$ cat config.mk
export PLATFORM = sky130hd
export DESIGN_NAME = arpm_top
export DESIGN_NICKNAME = d
export VERILOG_FILES = /design/src/core/arpm_pkg.sv /design/src/core/arpm_pulse.sv /design/src/core/arpm_top.sv
export VERILOG_INCLUDE_DIRS = /design/src /design/src/core
export SDC_FILE = /design/constraint.sdc
export NUM_CORES = 1
export LEC_CHECK = 0
export ABC_AREA = 0
export BUFFER_PORTS_ARGS = -buffer_cell sky130_fd_sc_hd__buf_2
export CORE_AREA = 2 2 104 106
export CTS_CLUSTER_SIZE = 28
export DETAILED_ROUTE_END_ITERATION = 8
export DIE_AREA = 0 0 106 108
export GPL_TIMING_DRIVEN = 0
export PLACE_DENSITY = 0.73
export SETUP_SLACK_MARGIN = 0.2
export SYNTH_ARGS = -nofsm -noshare
export SYNTH_HDL_FRONTEND = slang
export SYNTH_SLANG_ARGS = --single-unit
$ cat constraint.sdc
create_clock -name clock -period 2.45 [get_ports clock]
set_input_delay 0.3675 -clock clock [delete_from_list [all_inputs] [get_ports clock]]
set_output_delay 0.3675 -clock clock [all_outputs]
set_load 0.01 [all_outputs]
$ cat src/core/arpm_map.svh
`ifndef ARPM_MAP_SVH
`define ARPM_MAP_SVH

// ----------------------------------------------------------------------------
// Register indexes (byte address is four times the index)
// ----------------------------------------------------------------------------
`define ARPM_IDX_STATUS 6'h26
`define ARPM_IDX_ROUTE 6'h27
`define ARPM_IDX_ENABLE 6'h30
`define ARPM_IDX_CTRL 6'h31

// ----------------------------------------------------------------------------
// Field layout
// ----------------------------------------------------------------------------
`define ARPM_ROUTE_MASK 24'hFF_FFFE
`define ARPM_SRC_MASK 24'hFF_FFFC
`define ARPM_CC_BIT 1
`define ARPM_CTRL_MODE_BIT 0
`define ARPM_CTRL_PIN_BIT 8
`define ARPM_CTRL_PEND_BIT 9
`define ARPM_CTRL_PULSE_BIT 10

// ----------------------------------------------------------------------------
// Reset values
// ----------------------------------------------------------------------------
`define ARPM_ROUTE_RESET 24'h00_0000
`define ARPM_ENABLE_RESET 24'h00_0000
`define ARPM_STATUS_RESET 24'h00_0000
`define ARPM_MODE_RESET 1'b0

// ----------------------------------------------------------------------------
// Timing
// ----------------------------------------------------------------------------
`define ARPM_CLK_MHZ 125
`define ARPM_CC_PULSE_NS 5000
`define ARPM_CC_PULSE_CYC ((`ARPM_CC_PULSE_NS * `ARPM_CLK_MHZ) / 1000)

`endif

$ cat src/core/arpm_pkg.sv
package arpm_pkg;

  // Avalon-MM request from the master
  typedef struct packed {
    logic read;
    logic write;
    logic [7:0] address;
    logic [31:0] writedata;
    logic [3:0] byteenable;
  } arpm_avs_req_s;

  // State of the routing block, apart from the conversion-done pulse stretcher
  typedef struct packed {
    logic [23:0] route;
    logic [23:0] enable;
    logic [23:0] status;
    logic alert_mode;
    logic rd_pending;
    logic ack;
    logic [31:0] rdata;
    logic pin_drive;
    logic slow_req;
  } arpm_state_s;

  // State of the conversion-done pulse stretcher
  typedef struct packed {
    logic busy;
    logic [15:0] count;
  } arpm_pulse_s;

endpackage

$ cat src/core/arpm_pulse.sv
`timescale 1ns/1ps
`include "arpm_map.svh"

module arpm_pulse #(
  parameter int CYCLES = `ARPM_CC_PULSE_CYC
) (
  input wire logic clock,
  input wire logic rst,
  input wire logic trigger,
  output logic busy
);

  // Refuse lengths the 16-bit counter cannot hold
  if (CYCLES < 1 || CYCLES > 65535) begin : g_bad_cycles
    $error("arpm_pulse: CYCLES out of range");
  end

  localparam logic [15:0] LOAD = 16'(CYCLES - 1);

  arpm_pkg::arpm_pulse_s st_reg;
  arpm_pkg::arpm_pulse_s st_next;

  // Load on trigger, count down while busy; a retrigger restarts the pulse
  always_comb begin
    st_next = st_reg;
    if (trigger) begin
      st_next.busy = 1'b1;
      st_next.count = LOAD;
    end else if (st_reg.busy) begin
      if (st_reg.count == 16'h0000) begin
        st_next.busy = 1'b0;
      end else begin
        st_next.count = st_reg.count - 16'h0001;
      end
    end
  end

  // State register
  always_ff @(posedge clock) begin
    if (rst) begin
      st_reg <= '0;
    end else begin
      st_reg <= st_next;
    end
  end

  assign busy = st_reg.busy;

  // Helper: length of the current high phase
  logic [15:0] len_reg;
  always_ff @(posedge clock) begin
    if (rst || trigger) begin
      len_reg <= 16'h0000;
    end else if (st_reg.busy) begin
      len_reg <= len_reg + 16'h0001;
    end
  end
endmodule

$ cat src/core/arpm_top.sv
// Contract
// - 24-bit RW routing register at 27h, resets zero, bit 0 reads zero.
// - Routing drives the pin only while the pin is in alert mode.
// - A routed source counts only when also enabled in the enable register; the conversion-end route (bit 1) needs no enable.
// - Bits 23..20 route overcurrent of channels 1..4.
// - Bits 19..16 route undercurrent of channels 1..4.
// - Bits 15..12 route overvoltage of channels 1..4.
// - Bits 11..8 route undervoltage of channels 1..4.
// - Bits 7..4 route overpower of channels 1..4.
// - Bit 3 routes accumulator full, bit 2 routes sample count full.
// - Bit 1 in alert mode pulses the pin 5 us per conversion end.
// - In alert mode the slow-sampling input function is unavailable.
// - Status clears after read plus conversion end, unless condition persists.
`timescale 1ns/1ps
`include "arpm_map.svh"

module arpm_top #(
  parameter int PULSE_CYCLES = `ARPM_CC_PULSE_CYC
) (
  input wire logic clock,
  input wire logic rst,
  input wire arpm_pkg::arpm_avs_req_s avs_req,
  output logic [31:0] avs_readdata,
  output logic avs_waitrequest,
  input wire logic [23:2] alert_cond,
  input wire logic conv_done,
  input wire logic first_alert_pin_i,
  output logic first_alert_pin_o,
  output logic first_alert_pin_oe,
  output logic slow_sample_req
);

  // --------------------------------------------------------------------------
  // Parameter check
  // --------------------------------------------------------------------------
  if (PULSE_CYCLES < 1 || PULSE_CYCLES > 65535) begin : g_bad_pulse
    $error("arpm_top: PULSE_CYCLES out of range");
  end

  localparam arpm_pkg::arpm_state_s RESET_STATE = '{
    route: `ARPM_ROUTE_RESET,
    enable: `ARPM_ENABLE_RESET,
    status: `ARPM_STATUS_RESET,
    alert_mode: `ARPM_MODE_RESET,
    rd_pending: 1'b0,
    ack: 1'b0,
    rdata: 32'h0000_0000,
    pin_drive: 1'b0,
    slow_req: 1'b0
  };

  // --------------------------------------------------------------------------
  // State and helpers
  // --------------------------------------------------------------------------
  arpm_pkg::arpm_state_s st_reg;
  arpm_pkg::arpm_state_s st_next;
  logic req;
  logic [5:0] idx;
  logic pulse_busy;
  logic pulse_trig;
  logic [23:0] cond;
  logic [23:0] qualified;
  logic alert_any;

  assign req = avs_req.read | avs_req.write;
  assign idx = avs_req.address[7:2];
  assign cond = {alert_cond, 2'b00} & st_reg.enable & `ARPM_SRC_MASK;
  assign qualified = st_reg.status & st_reg.enable & st_reg.route & `ARPM_SRC_MASK;
  assign pulse_trig = conv_done & st_reg.route[`ARPM_CC_BIT] & st_reg.alert_mode;
  // Any enabled, routed, tripped source, or the conversion-done pulse
  assign alert_any = (|qualified) | (pulse_busy & st_reg.route[`ARPM_CC_BIT]);

  // --------------------------------------------------------------------------
  // Conversion-done pulse stretcher
  // --------------------------------------------------------------------------
  arpm_pulse #(
    .CYCLES(PULSE_CYCLES)
  ) u_pulse (
    .clock(clock),
    .rst(rst),
    .trigger(pulse_trig),
    .busy(pulse_busy)
  );

  // --------------------------------------------------------------------------
  // Next-state logic
  // --------------------------------------------------------------------------
  // Bus access, status capture and pin drive
  always_comb begin
    st_next = st_reg;
    // One wait cycle: first cycle of a request is held, second is answered
    st_next.ack = req & ~st_reg.ack;
    if (req && !st_reg.ack && avs_req.read) begin
      case (idx)
        `ARPM_IDX_STATUS: st_next.rdata = {8'h00, st_reg.status & `ARPM_SRC_MASK};
        `ARPM_IDX_ROUTE: st_next.rdata = {8'h00, st_reg.route & `ARPM_ROUTE_MASK};
        `ARPM_IDX_ENABLE: st_next.rdata = {8'h00, st_reg.enable & `ARPM_SRC_MASK};
        `ARPM_IDX_CTRL: begin
          st_next.rdata = 32'h0000_0000;
          st_next.rdata[`ARPM_CTRL_MODE_BIT] = st_reg.alert_mode;
          st_next.rdata[`ARPM_CTRL_PIN_BIT] = st_reg.pin_drive;
          st_next.rdata[`ARPM_CTRL_PEND_BIT] = st_reg.rd_pending;
          st_next.rdata[`ARPM_CTRL_PULSE_BIT] = pulse_busy;
        end
        default: st_next.rdata = 32'h0000_0000;
      endcase
    end
    // Status: sticky, replaced by live conditions at a conversion end after a read
    if (st_reg.rd_pending && conv_done) begin
      st_next.status = cond;
      st_next.rd_pending = 1'b0;
    end else begin
      st_next.status = st_reg.status | cond;
    end
    // Answered cycle: writes land, a status read arms the clear
    if (req && st_reg.ack) begin
      if (avs_req.read && idx == `ARPM_IDX_STATUS) begin
        st_next.rd_pending = 1'b1;
      end
      if (avs_req.write) begin
        for (int i = 0; i < 3; i++) begin
          if (avs_req.byteenable[i]) begin
            if (idx == `ARPM_IDX_ROUTE) begin
              st_next.route[8*i +: 8] = avs_req.writedata[8*i +: 8];
            end
            if (idx == `ARPM_IDX_ENABLE) begin
              st_next.enable[8*i +: 8] = avs_req.writedata[8*i +: 8];
            end
          end
        end
        if (idx == `ARPM_IDX_CTRL && avs_req.byteenable[0]) begin
          st_next.alert_mode = avs_req.writedata[`ARPM_CTRL_MODE_BIT];
        end
        st_next.route = st_next.route & `ARPM_ROUTE_MASK;
        st_next.enable = st_next.enable & `ARPM_SRC_MASK;
      end
    end
    // Pin only obeys routing in alert mode
    st_next.pin_drive = st_reg.alert_mode & alert_any;
    // Slow-sampling input is ignored while the pin is an alert output
    st_next.slow_req = first_alert_pin_i & ~st_reg.alert_mode;
  end

  // State register
  always_ff @(posedge clock) begin
    if (rst) begin
      st_reg <= RESET_STATE;
    end else begin
      st_reg <= st_next;
    end
  end

  // --------------------------------------------------------------------------
  // Outputs
  // --------------------------------------------------------------------------
  // Open-drain, active low: enable pulls the line low
  assign avs_waitrequest = req & ~st_reg.ack;
  assign avs_readdata = st_reg.rdata;
  assign first_alert_pin_o = 1'b0;
  assign first_alert_pin_oe = st_reg.pin_drive;
  assign slow_sample_req = st_reg.slow_req;
endmodule

# [After elaboration in Yosys (flattened, before gate mapping)]
# Index checks and enable logic that the tools add are counted.
# W data, S select, Z words.
[totals] regBits=123 in_bits=72 output_inout_bits=36 elab_cells=68
[classes] n_addsub=1 n_eq_ne=5 muxes=9 n_bitwise=15 n_reduce_logical=21
[ops] operator="$pmux W24 S4" n=1
[ops] operator="$and A24 B24 Y24" n=3
[ops] operator="$mux W17" n=2
[ops] operator="$eq A6 B6 Y1 const B" n=4
[ops] operator="$mux W24" n=1
[ops] operator="$or A24 B24 Y24" n=1
[ops] operator="$reduce_and A4 Y1" n=6
[ops] operator="$reduce_or A22 Y1" n=1
[ops] operator="$logic_not A16 Y1" n=1
[ops] operator="$mux W16" n=1
[ops] operator="$sub A16 B1 Y16 const B" n=1
[ops] operator="$and A1 B1 Y1" n=6
[ops] operator="$logic_and A1 B1 Y1" n=6
[ops] operator="$mux W1" n=4
[ops] operator="$reduce_and A2 Y1" n=2
[ops] operator="$reduce_or A2 Y1" n=2
[ops] operator="$not A1 Y1" n=3
[ops] operator="$reduce_and A3 Y1" n=1
[ops] operator="$ne A2 B2 Y1 const B" n=1
[ops] operator="$or A1 B1 Y1" n=2
[ops] operator="$reduce_bool A2 Y1" n=1
[ops] operator="$logic_not A1 Y1" n=1

# [Logic depth before layout (Yosys ltp)]
[depth] word_depth=5 ltp_mapped=7 mapped_depth_nobuf=6

# [By module]
# From an unflattened synthesis, not the netlist that was laid out.
[unflattened] cells_unflattened=533 area_unflattened_um2=5112.4
[by_module_without_submodules] mod="arpm_top" n_inst=1 cells_each=429 area_per_inst_um2=4212.8 seq_area_each_um2=1921.8
[by_module_without_submodules] mod="arpm_pulse" n_inst=1 cells_each=104 area_per_inst_um2=899.6 seq_area_each_um2=340.3

# [Worst setup path after synthesis]
# Ideal clock, no wire load.
[synth_timing] kind="register to register" start="register u_pulse.st_reg[7] in the netlist's numbering" end="register u_pulse.st_reg[0] in the netlist's numbering" setup_ns=0.072 arrival_time_ns=1.998 t_required_ns=2.378 path_slack_ns=0.380 path_stages_with_launch=7 n_path_buf=2 synth_period_minus_slack_ns=2.070 cell_sequence="dfxtp_1 or4_1 buf_2 or4b_4 buf_6 o21ai_4 mux2i_1"
[synth_via] elab_chain_cells=3
[synth_rtl] element="start, declared" line="arpm_pulse.sv:20" text="arpm_pkg::arpm_pulse_s st_reg;"
[synth_rtl] element="start signal, assigned" line="arpm_pulse.sv:43" text="st_reg <= st_next;"
[synth_rtl] element="$logic_not A16 Y1" line="arpm_pulse.sv:30" text="if (st_reg.count == 16'h0000) begin"
[synth_rtl] element="$not A1 Y1 (no source line)"
[synth_rtl] element="$reduce_and A2 Y1 (no source line)"
# Every way passes these cells.
# A chain may end at the register's enable or synchronous reset.

# [Worst setup path in the final report]
# Same ends and word-level chain as after synthesis.

==> reports/summary.txt <==
leakage: 2.75 nW
Synth Cell Area: 0.00507 mm2
Worst EP required: 2900 ps
fin util: 0.619
DRT iter0 DRCs: 399
internal power: 0.00347 W
Final Cycle Share: 0.880
Post-synth ARST share: 0
CP endpoint kind: flip-flop
Die Area: 0.0114 mm2
worst path arrival time: 2600 ps
total power: 0.00455 W
Hold Path Class: input port to flip-flop
Relative slew margins: 0.457
top cell type's share of synthesized area: 0.446
HPWL after DPL: 10.3 mm
switch share: 0.238
wire length of the first global-routing pass: 23.4 mm
Die Ht: 108 um
Routed Antenna Nets: 0
startpoint class of the critical path: flip-flop
Tmin final: 2160 ps
Fill cells: 891
largest net degree at the start of global routing: 17
highest metal layer with signal wires: met4
kind of critical path: flip-flop to flip-flop
top-count cell post-synth: dfxtp_1
DR vias: 4905
Synth top cells by count: dfxtp_1, nor2_1, mux2i_1, nand3_1, buf_4
Num CTS Buffers: 17
Yosys cell types: 50
Worst Tran Pin Value: 814 ps
Final #Nets: 744
end of the critical path: u_pulse.st_reg[0]
Fin Setup TNS: 0 ps
Core Area: 0.0102 mm2
Fin Clk Skew: 7.00 ps
DP Cell Count: 787
n_diodes: 0
Logic pwr share: 0.043
Pre-antenna DRT Iters: 7
Multi-input gate area: 0.00244 mm2
sequential area share after synthesis: 0.446
Max VDD drop: 0.000449 V
Area contributors post-synth: dfxtp_1, mux2i_1, nor2_1
share of power burned in registers: 0.405
Register Area: 0.00226 mm2
area delta synth->final: 24.9%
CTS root buffer: clkbuf_8
Clk pin slew, worst setup/hold paths: 60 ps
fraction of layout cells with a size suffix above 1: 0.242
DRC violations left: 0
Main synth FF type: dfxtp_1
fin cells: 819
Max Freq: 0.464 GHz
WL met3: 1.52 mm
number of synthesized flops with an enable pin: 0
die extent in x: 106 um
clock power share: 0.552
htree depth: 4
syn avg cell area: 9.08 um2
clk buf depth: 2
initial antenna violation count: 0
vias in the first global route: 4459
r2r endpoint: u_pulse.st_reg[0]
gpl congestion: 0.896
setup violators final: 0
synth warn: 0
Via density: 5.99
# IOs: 108
Setup crit start: u_pulse.st_reg[7]
start of the worst register-to-register path: u_pulse.st_reg[7]
Slew Limit Fails: 0
cell taking the most area after synthesis: dfxtp_1
wl on met1: 6.38 mm
CTS sink count: 113
Largest register FFs: 70
outcome: complete, no violations
Yosys reg bits: 113
Mapped Cells: 558
Final Hold Vio Count: 0
Max Cap Viol: 0
drt wl/cell: 18.7 um
Starting Density: 0.495
num rows: 37
TritonCTS clock tree: built
met2 wire len: 7.07 mm
number of port buffers: 85
Post-CTS Hold Fix Bufs: 0
grt ovf: 0
Post-CTS Repair Setup Buffers: 0
RSZ-0062 raised after global routing: true
Routed WL: 15.3 mm
overall routing resource usage: 0.268
worst skew pair latency: 530 ps
P_sw: 0.00109 W
CP Max Fanout: 9
worst r2r path cells: 6
PD cells: 720 mW/mm2
Worst Hold Slack: 94.2 ps
r2r setup slk: 290 ps
how the worst min path moves through the flow:
stage | startpoint | end | slack (ps) | cells after the start
final | avs_req[21] | st_reg[102] | 90 | 3
after floorplan | u_pulse.st_reg[11] | u_pulse.st_reg[11] | 440 | 2
after global placement | u_pulse.st_reg[11] | u_pulse.st_reg[11] | 450 | 2
after CTS | avs_req[8] | st_reg[89] | 90 | 3
after detailed placement | u_pulse.st_reg[11] | u_pulse.st_reg[11] | 460 | 2
after global routing | alert_cond[4] | st_reg[41] | 100 | 3
metrics by stage:
step	instance area [um2]	worst slack, ps
global route	6330	179
floorplan	5100	380
finish	6330	294
global placement	5690	-313
CTS	6310	230
detailed placement	5690	-348
cells by family (layout without fill, tap and decap cells):
logic type               after synthesis  count (layout)  share of synthesized area
AND/OR/NAND/NOR                      199             199                      0.199
AO/OA/AOI/OAI                        117             117                      0.168
buffers and inverters                 76             193                     0.0827
multiplexers                          50              50                     0.0988
flip-flops                           113             113                      0.446
adder cells (fa/ha/maj)                2               2                    0.00494
other                                  1               9                   0.000740
cell type report:
class                           count  share of cell area
Clock inverter                     14              0.0289
Inverter                            7             0.00415
Buffer                             69              0.0637
Timing Repair Buffer               85              0.0672
Tap cell                          136              0.0269
Clock buffer                       18              0.0660
Sequential cell                   113               0.358
Multi-Input combinational cell    377               0.386
power by group through the flow:
| stage | Combinational, W | Sequential [W] | Clock, W |
|---|---|---|---|
| after floorplan | 0.0000885 | 0.00188 | 0 |
| after global placement | 0.000188 | 0.00188 | 0 |
| after detailed placement | 0.000190 | 0.00188 | 0 |
| after CTS | 0.000192 | 0.00184 | 0.00251 |
| after global routing | 0.000210 | 0.00184 | 0.00260 |
| final | 0.000197 | 0.00184 | 0.00251 |
worst max-delay path, cell delays in order, from the launching register on:
cell and delay, ps:
dfxtp_2 340, or4_4 530, buf_6 150, or4b_4 530, buf_6 150, o21ai_4 170, mux2i_1 200
layout by cell type, fill, tap and decap left out, types with 11 or more instances in the layout:
| master | count |
|---|---|
| nand3_1 | 48 |
| and3_1 | 13 |
| dfxtp_1 | 112 |
| a31oi_1 | 18 |
| mux2i_1 | 50 |
| a21oi_1 | 30 |
| a22oi_1 | 22 |
| a221o_1 | 22 |
| clkbuf_16 | 16 |
| nor2_1 | 78 |
| nand4_1 | 11 |
| buf_2 | 86 |
| nand2_1 | 11 |
| clkbuf_1 | 29 |
| buf_4 | 33 |
per-layer routing:
metal | track usage | vias to the layer above
li1 | - | 2255
met1 | 0.349 | 2311
met2 | 0.429 | 297
met3 | 0.0675 | 42
met4 | 0.109 | 0
met5 | 0 | -
timing repair:
action                     4_1_cts  5_1_grt
pin swaps                        0        2
gates resized for setup          2       12
setup endpoints to repair       11       28
Power figures use the tool's default switching activity.
